**config.mk**
```make
export PLATFORM = sky130hd
export DESIGN_NAME = bus_interface_unit
export DESIGN_NICKNAME = d
export VERILOG_FILES = /design/src/rtl/biu_pkg.sv /design/src/rtl/phase_counter.sv /design/src/rtl/biu_regs.sv /design/src/rtl/bus_interface_unit.sv
export SDC_FILE = /design/constraint.sdc
export NUM_CORES = 1
export LEC_CHECK = 0
export BUFFER_PORTS_ARGS = -buffer_cell sky130_fd_sc_hd__clkbuf_2
export CAP_MARGIN = 5
export CORE_UTILIZATION = 41
export CTS_CLUSTER_DIAMETER = 80
export DETAILED_ROUTE_END_ITERATION = 8
export PLACE_DENSITY = 0.84
export SLEW_MARGIN = 0
export SYNTH_ARGS = -nofsm -noshare
export SYNTH_HDL_FRONTEND = slang
export SYNTH_SLANG_ARGS = --single-unit
export TNS_END_PERCENT = 20
```
**constraint.sdc**
```tcl
create_clock -name i_ref_clk -period 2.1 [get_ports i_ref_clk]
set_input_delay 0 -clock i_ref_clk [delete_from_list [all_inputs] [get_ports i_ref_clk]]
set_output_delay 0 -clock i_ref_clk [all_outputs]
set_load 0.05 [all_outputs]
```
**src/rtl/biu_pkg.sv**
```systemverilog
// Behaviour
// - Four transfer kinds exist: normal read, fast read, early write, late write.
// - Kind follows direction, address region and the programmed read and write modes.
// - Basic normal read takes two clocks; basic fast read takes one clock.
// - After reset reads use the normal read kind.
// - Basic late write takes two clocks; basic early write takes three clocks.
// - After reset writes use the early write kind.
// - Wait cycles follow directly after the address is placed on the bus.
// - Hold cycles close the bus cycle and keep write data driven.
// - Configured wait and hold counts shape the strobes of zone 0 accesses only.
// - Write mode register sits at F900 hex, byte wide, read/write, resets to 07.
// - Bit 0 low selects late write, high selects early write.
// - Fast read enable bit in zone 0 timing register selects fast reads.
// - Three-bit wait field adds zero to seven waits; ignored under fast read.
// - Two-bit hold field adds zero to three holds; ignored under fast read.
package biu_pkg;

    // ==========================================================
    // Register map (byte addresses on the register bus)
    localparam logic [15:0] WCC_ADDR = 16'hF900;
    localparam logic [15:0] ZTC_ADDR = 16'hF904;
    localparam logic [15:0] STATUS_ADDR = 16'hF908;
    localparam logic [7:0] WCC_RESET = 8'h07;
    localparam logic [7:0] WCC_WMASK = 8'h07;
    localparam logic [15:0] ZTC_RESET = 16'h069F;
    localparam logic [15:0] ZTC_WMASK = 16'h0EFF;

    // ==========================================================
    // Field positions
    localparam int EARLY_BIT = 0;
    localparam int WAIT_LSB = 0;
    localparam int HOLD_LSB = 3;
    localparam int FRE_BIT = 11;

    // ==========================================================
    // Address regions
    localparam logic [15:0] FLASH_TOP = 16'hBFFF;
    localparam logic [15:0] RAM_BASE = 16'hE000;
    localparam logic [15:0] RAM_TOP = 16'hE7FF;
    localparam logic [15:0] PERIPH_BASE = 16'hF000;

    // ==========================================================
    // Cycle timing in clocks; strobe length is base cycle minus address cycle
    localparam logic [3:0] PERIPH_WAITS = 4'h1;
    localparam logic [3:0] NORMAL_STROBE_LEN = 4'h1;
    localparam logic [3:0] LATE_STROBE_LEN = 4'h1;
    localparam logic [3:0] EARLY_STROBE_LEN = 4'h2;

    typedef enum logic [1:0] {
        REGION_FLASH,
        REGION_RAM,
        REGION_PERIPH,
        REGION_OTHER
    } region_t;

    typedef enum logic [1:0] {
        KIND_NORMAL_READ,
        KIND_FAST_READ,
        KIND_EARLY_WRITE,
        KIND_LATE_WRITE
    } cycle_kind_t;

    // Region decode, shared by kind selection and wait selection
    function automatic region_t region_of(input logic [15:0] addr);
        region_t r;
        r = REGION_OTHER;
        if (addr <= FLASH_TOP) begin
            r = REGION_FLASH;
        end else if (addr >= RAM_BASE && addr <= RAM_TOP) begin
            r = REGION_RAM;
        end else if (addr >= PERIPH_BASE) begin
            r = REGION_PERIPH;
        end
        return r;
    endfunction

endpackage

```
**src/rtl/phase_counter.sv**
```systemverilog
`timescale 1ns/1ps
module phase_counter (
    input wire logic i_ref_clk,
    input wire logic i_rst_n,
    input wire logic i_load,
    input wire logic [3:0] i_value,
    output logic o_zero
);
    logic [3:0] count;

    // ==========================================================
    // Down counter for phase length; load wins over counting
    always_ff @(posedge i_ref_clk) begin
        if (!i_rst_n) begin
            count <= 4'h0;
        end else if (i_load) begin
            count <= i_value;
        end else if (count != 4'h0) begin
            count <= count - 4'h1;
        end
    end

    assign o_zero = (count == 4'h0);
endmodule

```
**src/rtl/biu_regs.sv**
```systemverilog
`timescale 1ns/1ps
module biu_regs (
    input wire logic i_ref_clk,
    input wire logic i_rst_n,
    input wire logic i_wb_cyc,
    input wire logic i_wb_stb,
    input wire logic i_wb_we,
    input wire logic [15:0] i_wb_adr,
    input wire logic [31:0] i_wb_dat,
    input wire logic [3:0] i_wb_sel,
    output logic [31:0] o_wb_dat,
    output logic o_wb_ack,
    input wire logic [7:0] i_status,
    output logic [7:0] o_write_cycle_config,
    output logic [15:0] o_zone0_timing_config
);
    import biu_pkg::*;

    // ==========================================================
    // Decode; writes land on the edge where the master sees ack
    wire access = i_wb_cyc && i_wb_stb;
    wire commit = access && i_wb_we && o_wb_ack;
    wire hit_wcc = (i_wb_adr == WCC_ADDR);
    wire hit_ztc = (i_wb_adr == ZTC_ADDR);
    wire hit_status = (i_wb_adr == STATUS_ADDR);
    wire [15:0] ztc_lanes = {{8{i_wb_sel[1]}}, {8{i_wb_sel[0]}}} & ZTC_WMASK;
    // Reserved bits never take write data, so they keep reset value
    wire [7:0] next_wcc = (o_write_cycle_config & ~(WCC_WMASK & {8{i_wb_sel[0]}}))
                        | (i_wb_dat[7:0] & WCC_WMASK & {8{i_wb_sel[0]}});
    wire [15:0] next_ztc = (o_zone0_timing_config & ~ztc_lanes) | (i_wb_dat[15:0] & ztc_lanes);
    // Unmapped addresses answer with zero and drop writes
    wire [31:0] rd_mux = hit_wcc ? {24'h000000, o_write_cycle_config}
                       : hit_ztc ? {16'h0000, o_zone0_timing_config}
                       : hit_status ? {24'h000000, i_status} : 32'h00000000;

    // ==========================================================
    // Single-wait ack, dropped the cycle after it is given
    always_ff @(posedge i_ref_clk) begin
        if (!i_rst_n) begin
            o_wb_ack <= 1'b0;
            o_wb_dat <= 32'h00000000;
        end else begin
            o_wb_ack <= access && !o_wb_ack;
            if (access && !o_wb_ack) begin
                o_wb_dat <= rd_mux;
            end
        end
    end

    // Configuration storage
    always_ff @(posedge i_ref_clk) begin
        if (!i_rst_n) begin
            o_write_cycle_config <= WCC_RESET;
            o_zone0_timing_config <= ZTC_RESET;
        end else begin
            if (commit && hit_wcc) begin
                o_write_cycle_config <= next_wcc;
            end
            if (commit && hit_ztc) begin
                o_zone0_timing_config <= next_ztc;
            end
        end
    end
endmodule

```
**src/rtl/bus_interface_unit.sv**
```systemverilog
// The Wishbone slave port is this design's own decision.
`timescale 1ns/1ps
module bus_interface_unit (
    input wire logic i_ref_clk,
    input wire logic i_rst_n,
    // Register bus
    input wire logic i_wb_cyc,
    input wire logic i_wb_stb,
    input wire logic i_wb_we,
    input wire logic [15:0] i_wb_adr,
    input wire logic [31:0] i_wb_dat,
    input wire logic [3:0] i_wb_sel,
    output logic [31:0] o_wb_dat,
    output logic o_wb_ack,
    // CPU request side
    input wire logic i_cpu_req,
    input wire logic i_cpu_we,
    input wire logic [15:0] i_cpu_addr,
    input wire logic [15:0] i_cpu_wdata,
    output logic o_cpu_busy,
    output logic o_cpu_done,
    output logic [15:0] o_cpu_rdata,
    output biu_pkg::cycle_kind_t o_cycle_kind,
    // Core bus toward memories and modules
    output logic [15:0] o_mod_addr,
    output logic o_mod_addr_valid,
    output logic [15:0] o_mod_wdata,
    output logic o_mod_data_en,
    output logic o_mod_rd,
    output logic o_mod_wr,
    input wire logic [15:0] i_mod_rdata
);
    import biu_pkg::*;

    typedef enum logic [2:0] {
        ST_IDLE,
        ST_ADDR,
        ST_WAIT,
        ST_STROBE,
        ST_HOLD
    } state_t;

    state_t state;
    state_t next_state;
    logic [7:0] write_cycle_config;
    logic [15:0] zone0_timing_config;
    logic [3:0] wait_count;
    logic [3:0] hold_count;
    logic [3:0] strobe_len;
    logic phase_zero;
    logic cnt_load;
    logic [3:0] cnt_value;
    logic [7:0] status;

    // ==========================================================
    // Configuration registers behind the register bus
    biu_regs u_regs (
        .i_ref_clk(i_ref_clk),
        .i_rst_n(i_rst_n),
        .i_wb_cyc(i_wb_cyc),
        .i_wb_stb(i_wb_stb),
        .i_wb_we(i_wb_we),
        .i_wb_adr(i_wb_adr),
        .i_wb_dat(i_wb_dat),
        .i_wb_sel(i_wb_sel),
        .o_wb_dat(o_wb_dat),
        .o_wb_ack(o_wb_ack),
        .i_status(status),
        .o_write_cycle_config(write_cycle_config),
        .o_zone0_timing_config(zone0_timing_config)
    );

    // ==========================================================
    // Programmed modes
    // Reset values leave the fast read bit low and bit 0 high, so the
    // device starts with normal reads and early writes
    wire early_write_select = write_cycle_config[EARLY_BIT];
    wire fast_read_enable = zone0_timing_config[FRE_BIT];
    wire [3:0] zone_waits = {1'b0, zone0_timing_config[WAIT_LSB +: 3]};
    wire [3:0] zone_holds = {2'b00, zone0_timing_config[HOLD_LSB +: 2]};

    // ==========================================================
    // Cycle kind decode for the request offered now
    // Fast reads exist only in zone 0; every other region reads normally
    wire region_t req_region = region_of(i_cpu_addr);
    wire req_in_zone0 = (req_region == REGION_FLASH);
    wire req_fast = !i_cpu_we && req_in_zone0 && fast_read_enable;
    wire cycle_kind_t req_kind = i_cpu_we
        ? (early_write_select ? KIND_EARLY_WRITE : KIND_LATE_WRITE)
        : (req_fast ? KIND_FAST_READ : KIND_NORMAL_READ);

    // Wait and hold counts; zone fields are ignored while fast read is on
    wire zone_fields_used = req_in_zone0 && !fast_read_enable;
    wire [3:0] req_waits = zone_fields_used ? zone_waits
                         : (req_region == REGION_PERIPH) ? PERIPH_WAITS : 4'h0;
    wire [3:0] req_holds = zone_fields_used ? zone_holds : 4'h0;
    // Early writes spend one extra clock with the write strobe raised
    wire [3:0] req_strobe = (req_kind == KIND_EARLY_WRITE) ? EARLY_STROBE_LEN
                          : (req_kind == KIND_LATE_WRITE) ? LATE_STROBE_LEN
                          : NORMAL_STROBE_LEN;

    // ==========================================================
    // Phase length counter
    phase_counter u_phase (
        .i_ref_clk(i_ref_clk),
        .i_rst_n(i_rst_n),
        .i_load(cnt_load),
        .i_value(cnt_value),
        .o_zero(phase_zero)
    );

    // ==========================================================
    // Phase transitions
    wire take_req = (state == ST_IDLE) && i_cpu_req;
    wire is_fast = (o_cycle_kind == KIND_FAST_READ);
    wire is_write = (o_cycle_kind == KIND_EARLY_WRITE) || (o_cycle_kind == KIND_LATE_WRITE);
    wire addr_to_wait = (state == ST_ADDR) && !is_fast && (wait_count != 4'h0);
    wire addr_to_strobe = (state == ST_ADDR) && !is_fast && (wait_count == 4'h0);
    wire wait_to_strobe = (state == ST_WAIT) && phase_zero;
    wire strobe_end = (state == ST_STROBE) && phase_zero;
    wire strobe_to_hold = strobe_end && (hold_count != 4'h0);
    wire hold_end = (state == ST_HOLD) && phase_zero;
    // Last clock of the bus cycle, whatever kind it is
    wire cycle_last = ((state == ST_ADDR) && is_fast)
                    || (strobe_end && (hold_count == 4'h0)) || hold_end;
    // Read data is sampled where the read strobe ends
    wire capture_rd = ((state == ST_ADDR) && is_fast) || (strobe_end && !is_write);

    // Counter holds remaining clocks minus one for the entered phase
    assign cnt_load = addr_to_wait || addr_to_strobe || wait_to_strobe || strobe_to_hold;
    assign cnt_value = addr_to_wait ? wait_count - 4'h1
                     : strobe_to_hold ? hold_count - 4'h1
                     : strobe_len - 4'h1;

    // Next state selection
    always_comb begin
        next_state = state;
        unique case (state)
            ST_IDLE: begin
                if (take_req) begin
                    next_state = ST_ADDR;
                end
            end
            ST_ADDR: begin
                if (is_fast) begin
                    next_state = ST_IDLE;
                end else if (addr_to_wait) begin
                    next_state = ST_WAIT;
                end else begin
                    next_state = ST_STROBE;
                end
            end
            ST_WAIT: begin
                if (wait_to_strobe) begin
                    next_state = ST_STROBE;
                end
            end
            ST_STROBE: begin
                if (strobe_to_hold) begin
                    next_state = ST_HOLD;
                end else if (strobe_end) begin
                    next_state = ST_IDLE;
                end
            end
            ST_HOLD: begin
                if (hold_end) begin
                    next_state = ST_IDLE;
                end
            end
        endcase
    end

    // ==========================================================
    // State register
    always_ff @(posedge i_ref_clk) begin
        if (!i_rst_n) begin
            state <= ST_IDLE;
        end else begin
            state <= next_state;
        end
    end

    // Request latch; address and data stay put for the whole cycle
    always_ff @(posedge i_ref_clk) begin
        if (!i_rst_n) begin
            o_mod_addr <= 16'h0000;
            o_mod_wdata <= 16'h0000;
            o_cycle_kind <= KIND_NORMAL_READ;
            wait_count <= 4'h0;
            hold_count <= 4'h0;
            strobe_len <= 4'h1;
        end else if (take_req) begin
            o_mod_addr <= i_cpu_addr;
            o_mod_wdata <= i_cpu_wdata;
            o_cycle_kind <= req_kind;
            wait_count <= req_waits;
            hold_count <= req_holds;
            strobe_len <= req_strobe;
        end
    end

    // Completion pulse one clock after the bus cycle; read data one clock after the read strobe
    always_ff @(posedge i_ref_clk) begin
        if (!i_rst_n) begin
            o_cpu_done <= 1'b0;
            o_cpu_rdata <= 16'h0000;
        end else begin
            o_cpu_done <= cycle_last;
            if (capture_rd) begin
                o_cpu_rdata <= i_mod_rdata;
            end
        end
    end

    // ==========================================================
    // Bus control outputs
    // Write data stays driven through the hold phase so slow targets
    // still see it after the write strobe drops
    assign o_cpu_busy = (state != ST_IDLE);
    assign o_mod_addr_valid = (state != ST_IDLE);
    assign o_mod_rd = !is_write && ((state == ST_STROBE) || ((state == ST_ADDR) && is_fast));
    assign o_mod_wr = is_write && (state == ST_STROBE);
    assign o_mod_data_en = is_write && ((state == ST_STROBE) || (state == ST_HOLD));

    // Status seen by software: busy flag and kind of the last cycle
    assign status = {5'b00000, o_cycle_kind, o_cpu_busy};
endmodule

```
-- After elaboration in Yosys (flattened, before gate mapping)
Cells that the tools add are included.
- flip-flop bits (word level): 127
- bits in latches: 0
- RAM bits: 0
- memory bits (read-only): 0
- input port bits: 107
- memories: 0
- add/sub/neg operators: 4
- multiply operators: 0
- divide/modulo/power cells: 0
- magnitude comparators: 4
- equal/unequal tests: 16
- shifts and indexed selects: 0
- muxes and demuxes: 25
- bitwise logic cells: 8
- reductions and logical operators: 49
- operator list (operator ; count):
    32-bit two-way mux ; 2
    16-bit == test (second input constant) ; 3
    16-bit greater-or-equal comparator (second input constant) ; 2
    16-bit <= comparator (second input constant) ; 2
    1-bit logical AND ; 24
    3-bit two-way mux ; 7
    16-bit by 12-bit AND with 16-bit output ; 1
    16-bit AND ; 1
    4-bit two-way mux ; 4
    12-bit inverter with 16-bit output ; 1
    16-bit OR ; 1
    4-bit by 1-bit subtractor with 4-bit output (second input constant) ; 4
    3-bit case mux with 5 select lines ; 1
    4-bit zero test ; 3
    2-bit two-way mux ; 6
    4-bit nonzero test ; 3
    1-bit logical OR ; 9
    3-bit by 8-bit AND with 8-bit output ; 1
    8-bit AND ; 1
    2-bit == test (second input constant) ; 4
    3-bit inverter with 8-bit output ; 1
    8-bit OR ; 1
    3-bit by 2-bit == test with 1-bit output (second input constant) ; 2
    2-bit != test (second input constant) ; 3
    other kinds (11) ; 19

-- Longest topological paths before layout
Gate-level depths: netlist (run 1).
- word-level depth: 11
- mapped depth: 8

-- Hierarchy
A second synthesis (run 1) with hierarchy kept.
- cell total of the unflattened synthesis: 519
- area, all modules: 4251.6 µm²
- modules (own cells, without submodules) (module ; times used ; cells an instance ; area an instance (µm²) ; seq. area each (µm²)):
    bus_interface_unit ; 1 ; 324 ; 2587.5 ; 1221.2
    biu_regs ; 1 ; 172 ; 1433.9 ; 520.5
    phase_counter ; 1 ; 23 ; 230.2 ; 80.1

-- Worst setup path before layout (run 1)
OpenSTA, ideal clock, no wires.
- path kind: flip-flop to flip-flop
- from: register o_cycle_kind[1]
- to: register u_phase.count[3]
- setup time: 0.121 ns
- data arrival time: 2.104 ns
- path slack: -0.125 ns
- cell stages (with the launch flop): 7
- cells stage by stage: dfxtp_1 -> nor2b_1 -> or2_2 -> o31ai_1 -> a2bb2oi_2 -> nand3_2 -> mux2_4
- word-level cells in the longest chain between the ends: 8
- elaborated cells between the ends (all ways): 11
- those cells by class: 1 x eq/ne; 2 x mux; 8 x reduce/logical
- RTL lines (item ; line ; source):
    start, declared ; bus_interface_unit.sv:23 ; output biu_pkg::cycle_kind_t o_cycle_kind,
    start signal, assigned ; bus_interface_unit.sv:195 ; o_cycle_kind <= req_kind;
    2-bit by 1-bit == test with 1-bit output * ; bus_interface_unit.sv:115 ; wire is_fast = (o_cycle_kind == KIND_FAST_READ);
    1-bit zero test * ; bus_interface_unit.sv:117, bus_interface_unit.sv:118 ;
    1-bit logical AND * ; bus_interface_unit.sv:117, bus_interface_unit.sv:118 ;
    1-bit logical AND, on equally long branches ; bus_interface_unit.sv:117, bus_interface_unit.sv:118 ;
    1-bit logical OR (3 in a row) ; bus_interface_unit.sv:130 ; assign cnt_load = addr_to_wait || addr_to_strobe || wait_to_strobe || strobe_to_hold;
    4-bit two-way mux / 2-bit nonzero test (equally long branches) ; - ;
    end signal, assigned ; phase_counter.sv:17 ; count <= i_value;
    end signal, assigned ; phase_counter.sv:19 ; count <= count - 4'h1;
    end, declared ; phase_counter.sv:9 ; logic [3:0] count;
Every way passes the cells marked *; elsewhere a longest branch is shown, timed or not.
A chain may end at the register's enable or synchronous reset.

-- Worst setup path after layout (run 1)
- from: register u_phase.count[3]
- to: register u_phase.count[3]
- word-level cells in the longest chain between the ends: 6
- elaborated cells between the ends (all ways): 13
- those cells by class: 1 x add/sub; 4 x mux; 8 x reduce/logical
- RTL lines (item):
    branches (longest 6 deep; another with 4-bit by 1-bit subtractor with 4-bit output)
Parallel ways; which one is timed is not known. The select of a mux whose other input is x is not followed.

==> out/metrics.yaml, run 1 <==
timing:
  slew-limit-headroom_pct: 66.2
  rsz0062_at_grt: "true"
  slew_viol_final: 0
  hold_violations: 0
  fmax_mhz: 472
  setup_tns_ps: -17.6
  timing.final.crit_share_pct: 101
  fin_ws_ps: -17.6
  worst_pin_slew_ps: 503
  setup-violations-final: 1
  fin_skew_ps: 11.2
  fin_crit_ps: 2120
grt:
  grt_pass1_wl_um: 17500
  grt-ovfl-total: 0
  grt_pass1_vias: 3868
  grt_start_max_net_pins: 66
  antenna_found_initial: 0
  grt_usage_pct: 21.9
detailed_routing:
  wl_per_cell_um: 13.7
  drc: 0
  ant_nets: 0
  viasPerCell: 4.84
  vias: 3855
  drt_iter0_markers: 96
  drt_wl_total_um: 10900
  drt_first_pass_iters: 4
setup_path:
  cp_slowest_cell: "or4_4"
  ff2ff_setup_slack_ps: -20
  max_stage_delay_ps: 580
  critical_path.max_fanout: 5
  cp_data_arrival_time_ps: 2350
  end_kind: "flop"
  required_ps: 2330
  r2r-end: "u_phase.count[3]"
  r2r_start: "u_phase.count[3]"
  cp-start-kind: "flop"
  reg2reg_depth: 6
  crit_type: "flop to flop"
  cp_cell_sequence: "or4_4 > o31a_1 > nor3_2 > a2bb2oi_2 > nand3_2 > mux2_4"
layout:
  fin_nets: 770
  final_cell_area_um2: 5760
  drive_above_1_share_pct: 30.7
  n_fill_cell: 801
  syn_to_final_growth_pct: 45.1
  antenna_cells: 0
  layout_common_cells: "clkbuf_2, nand2_1, dfxtp_1"
  final_common_cell: "clkbuf_2"
clocking:
  clkTransAtPathRegs_ps: 90
  clk_latency_ps: 350
  clockBufferDepth: 2
  cts_max_level: 3
  cts_tree: "built"
  cts_root_buffer: "clkbuf_8"
  cts_buffers: 9
  clkSinkCount: 91
power:
  peakVddDrop_uv: 539
  p_per_area_nw_per_um2: 927
  leakagePower_nw: 2.50
floorplan:
  dieArea_um2: 10100
  core_area_um2: 9330
  fp.dieW_um: 100
  row_count: 35
  die_y_um: 100
  ios: 196
  start_util_pct: 42.5
placed_design:
  post_dp_cell_area_um2: 4890
  dp_hpwl_um: 7000
  gp_congestion: 0.877
  portBuffers: 151
synth:
  synth_flop_cell: "dfxtp_1"
  synthArstFlopShare_pct: 0
  avgSynthCellArea_um2: 8.88
  synth_cell_types: 46
  yosysWarnings: 0
  synth_top_cell_by_area: "dfxtp_1"
  yosys-top-cells-area: "dfxtp_1, nand2_1, a21boi_0"
  synth_edf_count: 0
  synthCells: 447
  ys_ff_latch: 91
  synth_top_area_share_pct: 45.9
  yosysSeqAreaShare_pct: 45.9
  synth_area_um2: 3970
outcome:
  failed_checks: "setup timing"
  status: "finished, violations left"
worst_hold_path:
  min_from: "i_wb_sel[1]"
  holdPathStages: 4
  holdCritPathClass: "input port to flop"
flow_run:
  maxCapViolations: 0
cell families after synthesis:
logic type      synth area share, %
compound gates                 14.2
xor+xnor                      0.221
other cells                  0.0945
simple gates                   22.5
flops                          45.9
mux                            9.27
buf+inv                        7.54
fa+ha+maj                     0.315
worst max-delay path by stage:
| stage | from | to | slack (ps) | cells past startpoint |
|---|---|---|---|---|
| detailed placement | u_phase.count[0] | u_phase.count[3] | -70 | 6 |
| CTS | u_phase.count[0] | u_phase.count[3] | 3 | 6 |
| global route | u_phase.count[3] | u_phase.count[3] | -70 | 6 |
| global placement | u_phase.count[0] | u_phase.count[2] | 40 | 7 |
| floorplan | state[0] | u_phase.count[3] | 20 | 7 |
| finish | u_phase.count[3] | u_phase.count[3] | -20 | 6 |
synth_stat cells (2+ instances only):
| cell type | instances |
|---|---|
| mux2i_1 | 33 |
| dfxtp_1 | 91 |
| o21a_1 | 4 |
| or2_2 | 2 |
| buf_4 | 24 |
| nor4_1 | 4 |
| nor3_1 | 5 |
| a21boi_0 | 47 |
| and3_1 | 2 |
| mux2_2 | 2 |
| nand2_1 | 98 |
| clkbuf_1 | 24 |
| nor3b_1 | 6 |
| nand2b_1 | 3 |
| a21oi_1 | 5 |
| o211a_1 | 2 |
| buf_2 | 2 |
| nor2_1 | 19 |
| o21ai_0 | 4 |
| nand4_1 | 2 |
| nor2b_1 | 21 |
| and2_1 | 2 |
| a221oi_1 | 4 |
| nand3_1 | 14 |
| nand3b_1 | 2 |
| inv_1 | 5 |
final cells by class:
cell class	instances	area (µm²)	area share, %
Clock buffer	10	138	2.39
Sequential cell	91	1820	31.7
Inverter	5	18.8	0.326
Timing Repair Buffer	234	1570	27.2
Multi-Input combinational cell	321	1950	33.9
Tap cell	129	161	2.80
Clock inverter	6	93.8	1.63
power breakdown:
group | switching (mW) | total [mW] | leakage [nW] | internal, mW
Combinational | 1.26 | 1.99 | 1.64 | 0.729
Sequential | 0.110 | 2.01 | 0.743 | 1.90
Clock | 0.623 | 1.34 | 0.113 | 0.714
Total | 1.99 | 5.34 | 2.50 | 3.34
metrics by stage:
stage / power, mW / std cells / utilization, % / worst slack [ps] / hold slack [ps]
6_report: 5.34 / 796 / 61.7 / -17.6 / 131
5_1_grt: 5.62 / 796 / 61.7 / -69.0 / 162
4_1_cts: 5.32 / 794 / 61.5 / 2.94 / 121
3_5_place_dp: 3.85 / 718 / 52.4 / -70.2 / 226
3_3_place_gp: 3.78 / 718 / 52.4 / 36.3 / 218
2_1_floorplan: 3.37 / 467 / - / 17.0 / 128
critical path: cells and delay by family (launching register included):
family	cells	cell delay, ps
AO/OA/AOI/OAI	2	540
AND/OR/NAND/NOR	3	810
multiplexers	1	310
flip-flops	1	350
layer usage:
layer | up-vias | track usage, % | wire length, µm
li1 | 1896 | - | -
met1 | 1792 | 24.5 | 4480
met2 | 134 | 40.1 | 5620
met3 | 33 | 4.81 | 542
met4 | 0 | 8.81 | 283
met5 | - | 0 | 0
timing repair:
| action | CTS | global route |
|---|---|---|
| endpoints found under the setup margin | 3 | 3 |
| setup buffers | 0 | 2 |
| pin swaps | 2 | 3 |
| gates resized for setup | 2 | 2 |
| hold buffers | 60 | 0 |
| hold endpoints to repair | 64 | 0 |
No activity file was read; power rests on OpenSTA's default activity.
==> run 2: changes to the inputs <==
--- a/config.mk
+++ b/config.mk
@@ -11,6 +11,7 @@
 export CTS_CLUSTER_DIAMETER = 80
 export DETAILED_ROUTE_END_ITERATION = 8
 export PLACE_DENSITY = 0.84
+export RECOVER_POWER = 50
 export SLEW_MARGIN = 0
 export SYNTH_ARGS = -nofsm -noshare
 export SYNTH_HDL_FRONTEND = slang
==> out/metrics.yaml, run 2 (synthesized netlist as in run 1, its figures left out) <==
outcome:
  status: "finished, violations left"  # unchanged
  failed_checks: "setup timing"  # unchanged
floorplan:
  start_util_pct: 42.5  # unchanged
  die_y_um: 100  # unchanged
  dieArea_um2: 10100  # unchanged
  ios: 196  # unchanged
  fp.dieW_um: 100  # unchanged
  row_count: 35  # unchanged
  core_area_um2: 9330  # unchanged
clocking:
  cts_root_buffer: "clkbuf_8"  # unchanged
  clk_latency_ps: 350  # about the same
  cts_tree: "built"  # unchanged
  cts_buffers: 9  # unchanged
  clkTransAtPathRegs_ps: 90  # about the same
  clkSinkCount: 91  # unchanged
  cts_max_level: 3  # unchanged
  clockBufferDepth: 2  # unchanged
setup_path:
  cp_data_arrival_time_ps: 2350  # about the same
  cp-start-kind: "flop"  # unchanged
  crit_type: "flop to flop"  # unchanged
  end_kind: "flop"  # unchanged
  required_ps: 2330  # about the same
  critical_path.max_fanout: 5  # unchanged
layout:
  n_fill_cell: 842  # was 801
  antenna_cells: 0  # unchanged
  multi_input_area_um2: 1950  # unchanged
  syn_to_final_growth_pct: 42.8  # was 45.1%
  drive_above_1_share_pct: 20.8  # was 30.7%
  final_common_cell: "nand2_1"  # was clkbuf_2
  fin_nets: 770  # unchanged
  seqCellArea_um2: 1820  # unchanged
  layout_common_cells: "nand2_1, dfxtp_1, clkbuf_2"  # was clkbuf_2, nand2_1, dfxtp_1
  fin_cells: 796  # unchanged
grt:
  grt_usage_pct: 21.9  # unchanged
  grt_pass1_wl_um: 17500  # unchanged
  grt-ovfl-total: 0  # unchanged
  antenna_found_initial: 0  # unchanged
  grt_pass1_vias: 3868  # unchanged
  grt_start_max_net_pins: 66  # unchanged
placed_design:
  portBuffers: 151  # unchanged
  dp.cells: 718  # unchanged
  dp_hpwl_um: 7000  # unchanged
  gp_congestion: 0.877  # unchanged
  place_ws_ps: -70.2  # unchanged
detailed_routing:
  drt_wl_total_um: 11000  # was 10900 µm
  wl_per_cell_um: 13.8  # was 13.7 µm
  vias: 3861  # was 3855
  drt_iter0_markers: 87  # was 96
  drc: 0  # unchanged
  ant_nets: 0  # unchanged
  drt_first_pass_iters: 4  # unchanged
  viasPerCell: 4.85  # was 4.84
timing:
  setup-violations-final: 1  # unchanged
  worst_pin_slew_ps: 644  # was 503 ps
  fin_ws_ps: -16.4  # was -17.6 ps
  fin_crit_ps: 2120  # about the same
  fmax_mhz: 473  # was 472 MHz
  rsz0062_at_grt: "true"  # unchanged
  slew-limit-headroom_pct: 57.2  # was 66.2%
  fin_skew_ps: 10.7  # was 11.2 ps
  holdWs_ps: 130  # was 131 ps
  setup_tns_ps: -16.4  # was -17.6 ps
  slew_viol_final: 0  # unchanged
  hold_violations: 0  # unchanged
  timing.final.crit_share_pct: 101  # about the same
power:
  peakVddDrop_uv: 521  # was 539 µV
  power.total_mw: 5.30  # was 5.34 mW
  p_per_area_nw_per_um2: 936  # was 927 nW/µm²
  leakagePower_nw: 2.28  # was 2.50 nW
flow_run:
  maxCapViolations: 0  # unchanged
worst_hold_path:
  holdCritPathClass: "input port to flop"  # unchanged
[run 2: changes by cell type in the layout (fill, tap and decap cells not counted), sizes merged]
cell / change
clkbuf: +3
buf: -3
[run 2: critical path, stage by stage (launching register included)]
cell	delay (ps)
dfxtp_2	350
or4_4	580
o31a_1	310
nor3_2	130
a2bb2oi_2	230
nand3_2	100
mux2_4	310
[run 2: timing repair]
action,in CTS,in global routing
endpoints found under the setup margin,3,3
hold endpoints to repair,64,0
pin swaps,2,3
hold buffers,60,0
setup buffers,0,2
gates resized for setup,2,2
[run 2: area by class of cell]
class | instances | area share, %
clock inverters | 6 | 1.66
flip-flops and latches | 91 | 32.2
repair buffers | 234 | 26.1
clock buffers | 10 | 2.43
inverters | 5 | 0.331
well taps | 129 | 2.85
multi-input cells | 321 | 34.5
[run 2: path summary, 6_finish.rpt]
kind                                        from          endpoint  slack (ps)  cells after the start
worst max register to register  u_phase.count[3]  u_phase.count[3]         -20                      6
worst min register to register    o_mod_wdata[5]    o_mod_wdata[5]         470                      2
worst min-delay path                 i_wb_sel[1]              flop         130                      4
worst max-delay path            u_phase.count[3]  u_phase.count[3]         -20                      6
[run 2: routing by layer]
| metal | vias up | global-route usage (%) | share of wire, % |
|---|---|---|---|
| met5 | - | 0 | 0 |
| met4 | 0 | 8.81 | 2.6 |
| met3 | 33 | 4.81 | 5.1 |
| met2 | 139 | 40.1 | 51 |
| met1 | 1795 | 24.5 | 41 |
| li1 | 1894 | - | - |
[run 2: report_power, final]
part	internal (mW)	switching, mW
sequential	1.90	0.110
clock	0.714	0.624
combinational	0.694	1.26
[run 2: per-stage QoR]
stage	utilization (%)	cell area (µm²)
floorplan	-	4060
global placement	52.4	4890
detailed placement	52.4	4890
CTS	61.5	5740
global route	60.8	5670
finish	60.8	5670
